===== config.mk =====
export PLATFORM = sky130hd
export DESIGN_NAME = aux_bus_control
export DESIGN_NICKNAME = d
export VERILOG_FILES = /design/src/shared/aux_ctrl_pkg.sv /design/src/rtl/aux_bus_control.sv /design/src/rtl/strobe_timer.sv
export SDC_FILE = /design/constraint.sdc
export NUM_CORES = 1
export LEC_CHECK = 0
export BUFFER_PORTS_ARGS = -buffer_cell sky130_fd_sc_hd__buf_2
export CORE_UTILIZATION = 33
export CTS_BUF_LIST = sky130_fd_sc_hd__clkbuf_4 sky130_fd_sc_hd__clkbuf_8
export CTS_CLUSTER_SIZE = 16
export DETAILED_ROUTE_END_ITERATION = 6
export PLACE_DENSITY_LB_ADDON = 0.15
export SLEW_MARGIN = 20
export SYNTH_ARGS = -nofsm -noshare
export SYNTH_HDL_FRONTEND = slang
export SYNTH_SLANG_ARGS = --single-unit
export TNS_END_PERCENT = 100

===== constraint.sdc =====
create_clock -name aclk -period 2.1 [get_ports aclk]
set_clock_uncertainty 0.15 [all_clocks]
set_input_delay 0.105 -clock aclk [delete_from_list [all_inputs] [get_ports aclk]]
set_output_delay 0.105 -clock aclk [all_outputs]
set_load 0.005 [all_outputs]

===== src/shared/aux_ctrl_pkg.sv =====
// Package with register map, field layout and timing of the auxiliary control.
package aux_ctrl_pkg;
    // ---------------------------------------------------------------
    // Register map
    // ---------------------------------------------------------------
    localparam logic [7:0] AUX_CTRL_OFFSET = 8'h8E;
    localparam logic [7:0] AUX_CTRL_RESET = 8'h0C;
    localparam logic [7:0] AUX_CTRL_WMASK = 8'hAF;
    localparam logic [7:0] EMU_STATUS_OFFSET = 8'h90;
    localparam logic [7:0] CYCLE_CTRL_OFFSET = 8'h94;
    localparam int BIT_ALE_SUPPRESS = 0;
    localparam int BIT_EXT_DATA_SEL = 1;
    localparam int BIT_EXPANDED_RAM_SIZE_LO = 2;
    localparam int BIT_EXPANDED_RAM_SIZE_HI = 3;
    localparam int BIT_STROBE_STRETCH = 5;
    localparam int BIT_PULLUP_DISABLE = 7;
    localparam int BIT_DOUBLE_SPEED = 0;
    localparam int BIT_EXT_MOVE = 1;
    localparam int BIT_EXT_FETCH = 2;
    localparam int BIT_RD_REQ = 3;
    localparam int BIT_WR_REQ = 4;
    // ---------------------------------------------------------------
    // Timing in oscillator (clock) periods, bus response codes and RAM size unit
    // ---------------------------------------------------------------
    localparam logic [4:0] STROBE_SHORT = 5'd6;
    localparam logic [4:0] STROBE_LONG = 5'd30;
    localparam logic [2:0] ALE_DIV_NORMAL = 3'd6;
    localparam logic [2:0] ALE_DIV_DOUBLE = 3'd3;
    localparam logic [1:0] AXI_OKAY = 2'b00;
    localparam logic [1:0] AXI_SLVERR = 2'b10;
    localparam logic [10:0] EXPANDED_RAM_UNIT = 11'd256;

    typedef struct packed {
        logic strobe_req;
        logic strobe_long;
    } strobe_cmd_t;
endpackage


===== src/rtl/aux_bus_control.sv =====
// Auxiliary bus control: address strobe, data strobes, RAM select, emulation.
//
// Our own choice: register access over AXI4-Lite.
`timescale 1ns/1ps
module aux_bus_control
    import aux_ctrl_pkg::*;
(
    input wire logic aclk,
    input wire logic aresetn,
    input wire logic [7:0] s_axi_awaddr,
    input wire logic s_axi_awvalid,
    output logic s_axi_awready,
    input wire logic [31:0] s_axi_wdata,
    input wire logic [3:0] s_axi_wstrb,
    input wire logic s_axi_wvalid,
    output logic s_axi_wready,
    output logic [1:0] s_axi_bresp,
    output logic s_axi_bvalid,
    input wire logic s_axi_bready,
    input wire logic [7:0] s_axi_araddr,
    input wire logic s_axi_arvalid,
    output logic s_axi_arready,
    output logic [31:0] s_axi_rdata,
    output logic [1:0] s_axi_rresp,
    output logic s_axi_rvalid,
    input wire logic s_axi_rready,
    input wire logic ale_pin_in,
    input wire logic program_store_strobe_in,
    input wire logic [9:0] xdata_addr,
    output logic ale_out,
    output logic ale_oe,
    output logic ale_weak_pullup,
    output logic program_store_strobe_weak_pullup,
    output logic program_store_strobe_float,
    output logic read_strobe_n,
    output logic write_strobe_n,
    output logic expanded_ram_select,
    output logic external_select,
    output logic port_pullup_enable,
    output logic port0_float,
    output logic serial_bus_float,
    output logic onchip_emulation_mode
);
    // ---------------------------------------------------------------
    // State
    // ---------------------------------------------------------------
    typedef enum logic [2:0] {
        BUS_IDLE = 3'b001,
        BUS_WRESP = 3'b010,
        BUS_RDATA = 3'b100
    } bus_state_t;

    typedef struct packed {
        logic [2:0] ale_sync;
        logic [2:0] pss_sync;
        logic ale_low;
        logic pss_high;
        logic aw_held;
        logic w_held;
        logic [7:0] aw_addr;
        logic [31:0] w_data;
        logic w_lane0;
        bus_state_t wstate;
        bus_state_t rstate;
        logic [1:0] bresp;
        logic [31:0] rdata;
        logic [1:0] rresp;
        logic [7:0] aux_pending;
        logic pending;
        logic [7:0] aux_ctrl;
        logic [4:0] cycle_ctrl;
        logic [2:0] ale_div;
        logic ale;
        logic ale_oe;
        logic emu_armed;
        logic emu;
        logic rd_n;
        logic wr_n;
        logic expanded_ram_sel;
        logic ext_sel;
        logic rd_pend;
        logic wr_pend;
        logic awready;
        logic wready;
        logic ale_pullup;
        logic port_pullup;
    } state_t;

    state_t r;
    state_t next_r;
    strobe_cmd_t strobe_cmd;
    logic strobe_active;

    strobe_timer i_strobe_timer (
        .aclk(aclk),
        .aresetn(aresetn),
        .cmd(strobe_cmd),
        .active(strobe_active)
    );

    // Start a strobe on a new external request only when the timer is free and emulation is off.
    always_comb begin
        strobe_cmd.strobe_req = (r.rd_pend | r.wr_pend) & ~strobe_active
            & r.ext_sel & ~r.emu;
        strobe_cmd.strobe_long = r.aux_ctrl[BIT_STROBE_STRETCH];
    end

    // ---------------------------------------------------------------
    // Outputs
    // ---------------------------------------------------------------
    // One-hot codes let bvalid, arready and rvalid come straight from a state bit; awready and wready have their own flops.
    assign s_axi_awready = r.awready;
    assign s_axi_wready = r.wready;
    assign s_axi_bvalid = r.wstate[1];
    assign s_axi_bresp = r.bresp;
    assign s_axi_arready = r.rstate[0];
    assign s_axi_rvalid = r.rstate[2];
    assign s_axi_rdata = r.rdata;
    assign s_axi_rresp = r.rresp;
    assign ale_out = r.ale;
    assign ale_oe = r.ale_oe;
    assign ale_weak_pullup = r.ale_pullup;
    assign program_store_strobe_weak_pullup = r.emu;
    assign program_store_strobe_float = 1'b0;
    assign read_strobe_n = r.rd_n;
    assign write_strobe_n = r.wr_n;
    assign expanded_ram_select = r.expanded_ram_sel;
    assign external_select = r.ext_sel;
    assign port_pullup_enable = r.port_pullup;
    assign port0_float = r.emu;
    assign serial_bus_float = r.emu;
    assign onchip_emulation_mode = r.emu;

    // Size in bytes of the internal RAM picked by the size field.
    function automatic logic [10:0] expanded_ram_bytes(input logic [1:0] sz);
        expanded_ram_bytes = EXPANDED_RAM_UNIT * ({9'd0, sz} + 11'd1);
    endfunction

    // ---------------------------------------------------------------
    // Next state
    // ---------------------------------------------------------------
    always_comb begin
        logic aw_ok;
        logic w_ok;
        logic [7:0] waddr;
        logic [31:0] wdata;
        logic wlane;
        logic [1:0] sz;
        logic [2:0] div;
        logic ext_move;
        logic in_expanded_ram;
        aw_ok = 1'b0;
        w_ok = 1'b0;
        waddr = r.aw_addr;
        wdata = r.w_data;
        wlane = r.w_lane0;
        sz = 2'd0;
        div = 3'd0;
        ext_move = 1'b0;
        in_expanded_ram = 1'b0;
        next_r = r;

        // Pin synchronisers: a change counts when stages two and three agree.
        next_r.ale_sync = {r.ale_sync[1:0], ale_pin_in};
        next_r.pss_sync = {r.pss_sync[1:0], program_store_strobe_in};
        if (r.ale_sync[1] == r.ale_sync[2]) begin
            next_r.ale_low = ~r.ale_sync[2];
        end
        if (r.pss_sync[1] == r.pss_sync[2]) begin
            next_r.pss_high = r.pss_sync[2];
        end

        // Write address and data are taken in either order.
        aw_ok = s_axi_awvalid && s_axi_awready;
        w_ok = s_axi_wvalid && s_axi_wready;
        if (aw_ok) begin
            next_r.aw_held = 1'b1;
            next_r.aw_addr = s_axi_awaddr;
            waddr = s_axi_awaddr;
        end
        if (w_ok) begin
            next_r.w_held = 1'b1;
            next_r.w_data = s_axi_wdata;
            next_r.w_lane0 = s_axi_wstrb[0];
            wdata = s_axi_wdata;
            wlane = s_axi_wstrb[0];
        end

        // Only whole-register writes exist; a single bit cannot be poked.
        if (r.wstate == BUS_IDLE && next_r.aw_held && next_r.w_held) begin
            next_r.aw_held = 1'b0;
            next_r.w_held = 1'b0;
            next_r.wstate = BUS_WRESP;
            next_r.bresp = AXI_OKAY;
            if (waddr == AUX_CTRL_OFFSET) begin
                if (wlane) begin
                    // Reserved bits are dropped in case software ignores them.
                    next_r.aux_pending = wdata[7:0] & AUX_CTRL_WMASK;
                    next_r.pending = 1'b1;
                end
            end else if (waddr == CYCLE_CTRL_OFFSET) begin
                if (wlane) begin
                    next_r.cycle_ctrl = wdata[4:0];
                end
            end else if (waddr != EMU_STATUS_OFFSET) begin
                next_r.bresp = AXI_SLVERR;
            end
        end
        if (r.wstate == BUS_WRESP && s_axi_bready) begin
            next_r.wstate = BUS_IDLE;
        end

        if (r.rstate == BUS_IDLE && s_axi_arvalid) begin
            next_r.rstate = BUS_RDATA;
            next_r.rresp = AXI_OKAY;
            next_r.rdata = 32'h0;
            if (s_axi_araddr == AUX_CTRL_OFFSET) begin
                next_r.rdata = {24'h0, r.aux_ctrl};
            end else if (s_axi_araddr == EMU_STATUS_OFFSET) begin
                next_r.rdata = {28'h0, strobe_active, r.ext_sel, r.expanded_ram_sel,
                    r.emu};
            end else if (s_axi_araddr == CYCLE_CTRL_OFFSET) begin
                next_r.rdata = {27'h0, r.cycle_ctrl};
            end else begin
                next_r.rresp = AXI_SLVERR;
            end
        end
        if (r.rstate == BUS_RDATA && s_axi_rready) begin
            next_r.rstate = BUS_IDLE;
        end

        // Address strobe divider; a cycle ends at the wrap of the count.
        div = r.cycle_ctrl[BIT_DOUBLE_SPEED] ? ALE_DIV_DOUBLE : ALE_DIV_NORMAL;
        if (r.ale_div >= div - 3'd1) begin
            next_r.ale_div = 3'd0;
            // Auxiliary control changes land on an instruction cycle boundary.
            if (r.pending) begin
                next_r.aux_ctrl = r.aux_pending;
                next_r.pending = 1'b0;
            end
        end else begin
            next_r.ale_div = r.ale_div + 3'd1;
        end
        ext_move = r.cycle_ctrl[BIT_EXT_MOVE] | r.cycle_ctrl[BIT_EXT_FETCH];
        // Strobe high for the first half of each normal cycle, or the first third at double speed, latches port 0.
        next_r.ale = r.ale_div < (div / 3'd3 + 3'd0) + (div == 3'd6 ? 3'd1
            : 3'd0);
        next_r.ale_oe = ~r.aux_ctrl[BIT_ALE_SUPPRESS] | ext_move;
        if (!next_r.ale_oe) begin
            next_r.ale = 1'b1;
        end

        // Data move routing.
        sz = {r.aux_ctrl[BIT_EXPANDED_RAM_SIZE_HI], r.aux_ctrl[BIT_EXPANDED_RAM_SIZE_LO]};
        in_expanded_ram = {1'b0, xdata_addr} < expanded_ram_bytes(sz);
        next_r.ext_sel = r.cycle_ctrl[BIT_EXT_MOVE]
            & (r.aux_ctrl[BIT_EXT_DATA_SEL] | ~in_expanded_ram);
        next_r.expanded_ram_sel = r.cycle_ctrl[BIT_EXT_MOVE]
            & ~r.aux_ctrl[BIT_EXT_DATA_SEL] & in_expanded_ram;
        if (strobe_cmd.strobe_req) begin
            next_r.rd_pend = 1'b0;
            next_r.wr_pend = 1'b0;
            next_r.rd_n = ~r.rd_pend;
            next_r.wr_n = r.rd_pend | ~r.wr_pend;
        end else begin
            // A move that lands in internal RAM must not strobe later.
            next_r.rd_pend = (r.rd_pend | r.cycle_ctrl[BIT_RD_REQ])
                & ~next_r.expanded_ram_sel;
            next_r.wr_pend = (r.wr_pend | r.cycle_ctrl[BIT_WR_REQ])
                & ~next_r.expanded_ram_sel;
        end
        if (!strobe_active && !strobe_cmd.strobe_req) begin
            next_r.rd_n = 1'b1;
            next_r.wr_n = 1'b1;
        end
        // Request bits are one-shot commands.
        next_r.cycle_ctrl[BIT_RD_REQ] = 1'b0;
        next_r.cycle_ctrl[BIT_WR_REQ] = 1'b0;
        if (r.wstate == BUS_IDLE && waddr == CYCLE_CTRL_OFFSET
            && next_r.wstate == BUS_WRESP && wlane) begin
            next_r.cycle_ctrl = wdata[4:0];
        end

        // Emulation: pin levels seen while reset is held decide entry.
        // The strobe must still read low at the first edge after release.
        next_r.emu_armed = 1'b0;
        if (r.emu_armed) begin
            next_r.emu = r.ale_low;
        end
        if (next_r.emu) begin
            next_r.ale_oe = 1'b0;
            next_r.ale = 1'b1;
            next_r.rd_n = 1'b1;
            next_r.wr_n = 1'b1;
        end
        // Flopped copies keep the pins free of decode glitches.
        next_r.ale_pullup = ~next_r.ale_oe;
        next_r.port_pullup = ~next_r.aux_ctrl[BIT_PULLUP_DISABLE]
            | next_r.emu;
        next_r.awready = next_r.wstate == BUS_IDLE && !next_r.aw_held;
        next_r.wready = next_r.wstate == BUS_IDLE && !next_r.w_held;
    end

    always_ff @(posedge aclk) begin
        if (!aresetn) begin
            r <= '0;
            r.wstate <= BUS_IDLE;
            r.rstate <= BUS_IDLE;
            r.aux_ctrl <= AUX_CTRL_RESET;
            r.aux_pending <= AUX_CTRL_RESET;
            r.ale_sync <= 3'b111;
            r.pss_sync <= 3'b111;
            r.ale <= 1'b1;
            r.ale_oe <= 1'b1;
            r.rd_n <= 1'b1;
            r.wr_n <= 1'b1;
            r.pss_high <= 1'b1;
            r.awready <= 1'b1;
            r.wready <= 1'b1;
            r.port_pullup <= ~AUX_CTRL_RESET[BIT_PULLUP_DISABLE];
            // Entry is armed while reset holds with the pins as required.
            r.emu_armed <= r.ale_low & r.pss_high;
            r.ale_low <= r.ale_sync[1] == r.ale_sync[2] ? ~r.ale_sync[2]
                : r.ale_low;
            r.pss_high <= r.pss_sync[1] == r.pss_sync[2] ? r.pss_sync[2]
                : r.pss_high;
            r.ale_sync <= {r.ale_sync[1:0], ale_pin_in};
            r.pss_sync <= {r.pss_sync[1:0], program_store_strobe_in};
            r.emu <= 1'b0;
        end else begin
            r <= next_r;
        end
    end
endmodule


===== src/rtl/strobe_timer.sv =====
// Pulse generator for the external read and write strobes.
`timescale 1ns/1ps
module strobe_timer
    import aux_ctrl_pkg::*;
(
    input wire logic aclk,
    input wire logic aresetn,
    input wire strobe_cmd_t cmd,
    output logic active
);
    typedef struct packed {
        logic [4:0] count;
        logic active;
    } timer_state_t;

    timer_state_t r;
    timer_state_t next_r;

    assign active = r.active;

    always_comb begin
        next_r = r;
        if (r.active) begin
            next_r.count = r.count - 5'd1;
            if (r.count == 5'd1) begin
                next_r.active = 1'b0;
            end
        end else if (cmd.strobe_req) begin
            next_r.active = 1'b1;
            // The pin flop downstream adds one cycle, so count one less.
            next_r.count = (cmd.strobe_long ? STROBE_LONG : STROBE_SHORT)
                - 5'd1;
        end
    end

    always_ff @(posedge aclk) begin
        if (!aresetn) begin
            r <= '0;
        end else begin
            r <= next_r;
        end
    end
endmodule


Yosys cells after proc, flatten, opt, wreduce, memory -nomap -nowiden
Cells that the tools add are included.

cells by class
  bitwise operators = 30
  multiplexer cells = 37
  divide/modulo/power cells = 1
  reduce and logical (&&, ||, !) cells = 30
  shift operators = 0
  multipliers = 0
  $lt $le $gt $ge = 3
  equality and inequality tests = 17
  add/sub/neg operators = 6

operators by type and width
  kind                                                                 number
  8-bit == test (second input constant)                                5
  32-bit two-way mux                                                   1
  3-bit two-way mux                                                    8
  9-bit two-way mux                                                    2
  8-bit two-way mux                                                    2
  5-bit two-way mux                                                    3
  2-bit two-way mux                                                    7
  1-bit logical AND                                                    13
  1-bit inverter                                                       13
  1-bit two-way mux                                                    12
  6-bit two-way mux                                                    2
  10-bit by 11-bit less-than comparator with 1-bit output              1
  5-bit by 1-bit subtractor with 5-bit output (second input constant)  2
  1-bit AND                                                            9
  8-bit inequality test (second input constant)                        1
  1-bit bitwise OR                                                     8
  2-bit nonzero test                                                   4
  3-bit by 1-bit == test with 1-bit output (second input constant)     2
  3-bit by 2-bit == test with 1-bit output (second input constant)     2
  2-bit OR reduction                                                   3
  3-bit OR reduction                                                   2
  5-bit by 1-bit == test with 1-bit output (second input constant)     1
  1-bit logical NOT                                                    4
  2-bit AND reduction                                                  2
  other kinds (14)                                                     15

word-level totals
  output and inout bits = 54
  memories kept = 0
  bits in writable memories = 0
  memory bits (read-only) = 0
  latch bits = 0
  bits in registers = 109
  input bits = 71

Depth between registers and ports, before layout
  depth in word-level cells = 11
  gate-level depth with buffers = 8
  mapped depth without buffers = 8

Hierarchy
Synthesis repeated with hierarchy kept, for this count alone.

unflattened totals
  cell total of the unflattened synthesis = 388
  area, all modules = 3570.9 um2

modules (own cells, without submodules)
  module           instances  area an instance (um2)  cells an instance  sequential area each (um2)
  aux_bus_control  1          3249.4                  354                1521.5
  strobe_timer     1          321.6                   34                 120.1

Least setup slack after synthesis
No wires, ideal clock.

  path kind = reg-to-reg
  from = register r, in the netlist s_axi_awready
  to = register r[33] (netlist name)
  cell stages (with the launch flop) = 7
  data arrival time = 1835 ps
  library setup time = 128 ps
  clock period less this slack = 2113 ps
  path buffers = 1
  path slack = -13 ps
  cell sequence = dfxtp_1 -> and2_4 -> buf_6 -> or4_4 -> a211oi_4 -> mux2i_1 -> nand2_1

on the way
  cells in the longest elaborated chain, start to end = 5
  elaborated cells between the ends (all ways) = 7
  classes of those cells = eq/ne (1); mux (2); reduce/logical (4)

RTL lines
  item                                                                       RTL line                RTL
  start: declaration                                                         aux_bus_control.sv:89   state_t r;
  start signal: assignment                                                   aux_bus_control.sv:331  r <= next_r;
  1-bit logical AND (*)                                                      aux_bus_control.sv:174  aw_ok = s_axi_awvalid && s_axi_awready;
  parallel branches: the longest is 3 deep, another holds 8-bit two-way mux  --
  3-bit AND reduction (no source line) (*)                                   --

Mark *: on every way between the ends.
A chain may end at the register's enable or synchronous reset.

Worst setup path in the final report
  from = register r[119] (netlist name)
  to = register r[34] (netlist name)

on the way
  cells in the longest elaborated chain, start to end = 3

RTL lines
  item                                  RTL line                RTL
  8-bit two-way mux                     aux_bus_control.sv:176  if (aw_ok) begin
  8-bit == test                         aux_bus_control.sv:195  if (waddr == AUX_CTRL_OFFSET) begin
  3-bit AND reduction (no source line)  --

No other way between the ends.

==> results_dict.tcl <==
set metrics [dict create \
    r2r_setup_slack_ns 0.07 \
    syn2layout_area_growth_pct 22.4 \
    cp_top_family "simple AND/OR/NAND/NOR gates" \
    first_pass_iters 4 \
    gp_congestion 0.751 \
    n_antenna_cell 0 \
    grt_pass1_vias 2544 \
    coreArea_um2 10400 \
    fin_crit_sh 0.965 \
    worst-setup-path-type "reg -> reg" \
    grt_overflow 0 \
    fp.dieArea_um2 11200 \
    ir_drop_v 0.000602 \
    dp_slack_ns -0.0322 \
    grt_max_degree 38 \
    maxCapViolCount 0 \
    status "finished, final reports clean" \
    whs_path_depth 3 \
    rr_startpoint "r[119]" \
    critPathMaxStageDelay_ns 0.45 \
    drt_iter0_drc 74 \
    num_rows 37 \
    avgSynthCellArea_um2 9.02 \
    startpoint_type "flop" \
    synth_top_area_frac 0.446 \
    yosys_warnings 0 \
    synthArstFlopShare 0 \
    fillers 1083 \
    seq_area_frac_synth 0.463 \
    numCtsBuffers 9 \
    gr-usage-all-layers 0.138 \
    worst_slack_ns 0.0726 \
    fin_tns_setup_ns 0 \
    synth_edf_count 2 \
    final_nets 562 \
    port_buffers 60 \
    root_buffer "clkbuf_8" \
    dpl.hpwl_mm 5.41 \
    design_area_um2 4340 \
    synth_area_leaders "dfxtp_1 45%, buf_4 8.5%, nand2_1 5.8%" \
    path_clk_slew_ns 0.07 \
    period_minus_slack_ns 2.03 \
    fin_util 0.418 \
    max_clock_freq_ghz 0.493 \
    viasPerCell 4.51 \
    cp.arrival_ns 2.09 \
    cts.htree.levels 3 \
    io_pins 125 \
    maxSlewViolCount 0 \
    powerDensity_nw_per_um2 775 \
    dr_total_vias 2807 \
    hold_path.class "in -> reg" \
    end_kind "flop" \
    syn_area_um2 3540 \
    yosysMostFrequentCell "dfxtp_1" \
    clock_path_buffers 2 \
    drc 0 \
    die_w_um 106 \
    power.leakage_nw 1.88 \
    path_cells "or3b_4, or4_4, a211oi_4, buf_6, mux2i_1, nand2_1" \
    cts_tree "built" \
    slowest_stage "or4_4" \
    antenna_found_initial 0 \
    grt_pass1_wl_mm 12.0 \
    cts.sinks 81 \
    start_util 0.342 \
    finalSetupViolations 0 \
    drive_gt1_frac 0.230 \
    relSlewSlack 0.603 \
    r2r_cells 6 \
    synth_area_leader_cell "dfxtp_1" \
    synth_cells 393 \
    drt_wl_total_mm 7.30 \
    fp.dieH_um 106 \
    hp-start "s_axi_wvalid" \
    synth_common_cells "79 x dfxtp_1, 55 x nand2_1, 40 x buf_4" \
    tightest_slew_ns 0.592 \
    synth-main-ff-cell "dfxtp_1" \
    synth_cell_type_count 53 \
    ys_ff_latch 81 \
    worstPathRequired_ns 2.16 \
    avgRoutedWirePerCell_um 11.7 \
    placed_area_um2 3900 \
    r2r-end "r[34]" \
    worst-path-max-fanout 5 \
    drt.antenna.violating_nets 0 \
    cp_num_buf_inv 1 \
    min_to "r[122]" \
    finalHoldViolCount 0 \
    rsz0062_at_grt "true" \
    insertion_delay_ns 0.34 \
]
[layer usage]
metal  track usage  wire, µm
met2         0.229      3320
met3        0.0390       362
met5             0         0
met4        0.0387        65
met1         0.176      3550
[worst register-to-register path: cells and delay by family, from the launching register on]
| family | cells | cell delay [ns] |
|---|---|---|
| buf+inv | 1 | 0.15 |
| simple gates | 3 | 0.90 |
| flops | 1 | 0.31 |
| compound gates | 1 | 0.22 |
| mux | 1 | 0.18 |
[timing repair]
item / in CTS / in global routing
setup endpoints to repair: 3 / 8
cloned: 0 / 0
hold buffers: 24 / 0
resized for setup: 2 / 6
buffers inserted: 1 / 0
pin swaps: 1 / 3
endpoints found under the hold margin: 24 / 0
[worst max path at each step]
stage	to	start	depth (start not counted)	slack, ns
finish	r[34]	r[119]	6	0.07
global route	r[34]	r[119]	6	-0.006
CTS	r[34]	r[119]	6	0.02
detailed placement	r[32]	s_axi_awaddr[5]	6	-0.03
global placement	r[31]	s_axi_awaddr[5]	6	-0.02
floorplan	r[33]	s_axi_awready	6	0.01
[layout by cell type (no fill, tap or decap), types with 2 or more instances in the layout]
master / count
dfxtp_1: 77
buf_2: 59
nand2_1: 55
conb_1: 28
a21oi_1: 24
dlygate4sd3_1: 24
o21ai_0: 23
nor2_1: 22
inv_1: 18
buf_4: 16
mux2i_1: 14
nor3_1: 11
nand3_1: 10
clkbuf_8: 10
ha_1: 9
mux2_2: 8
nand2b_1: 7
and2_1: 5
nor2b_1: 4
xnor2_1: 4
o21a_1: 4
and3_1: 3
o211ai_1: 2
or4b_2: 2
nand4b_1: 2
or4_4: 2
a31oi_1: 2
or3_1: 2
a21o_1: 2
clkbuf_4: 2
clkinv_2: 2
buf_6: 2
dfxtp_2: 2
edfxtp_1: 2
[cells by family (layout without fill, tap and decap cells)]
family | after synthesis | after routing | synth area share
xor gates and xnor gates | 4 | 4 | 0.00989
other | 1 | 28 | 0.00106
adders and majority gates | 9 | 9 | 0.0318
AOI/OAI and AO/OA | 70 | 70 | 0.120
muxes | 22 | 22 | 0.0650
DFF | 81 | 81 | 0.463
and+or+nand+nor | 137 | 137 | 0.191
buffers and inverters | 69 | 135 | 0.118
[state kept, by name, indices dropped and copies added, names as in the netlist, 4 cells and up]
| register | cells |
|---|---|
| i_strobe_timer.r | 5 |
| next_r | 4 |
| s_axi_rdata | 7 |
| r | 48 |
[layout make-up]
type                       instances  area [µm²]  area share
clock buffer                      12         153      0.0352
timing repair buffer             101         678       0.156
tap                              136         170      0.0392
inverter                          19        71.3      0.0165
sequential                        81        1640       0.379
clock inverter                     3        17.5     0.00404
multi-input combinational        270        1600       0.369
[power breakdown]
group	leakage, nW	switching (mW)	total (mW)	internal [mW]
Combinational	1.13	0.309	0.616	0.307
Sequential	0.665	0.0749	1.74	1.67
Clock	0.0891	0.522	1.00	0.478
[metrics by stage]
stage / instances / hold slack (ns) / power [mW]
final: 622 / 0.0362 / 3.36
after CTS: 623 / 0.0148 / 3.40
after floorplan: 420 / -0.0173 / 2.18
after global placement: 583 / 0.0570 / 2.34
after global routing: 622 / 0.0244 / 3.58
after detailed placement: 583 / 0.0589 / 2.35
Note: power is estimated with default switching activity, not from simulation.
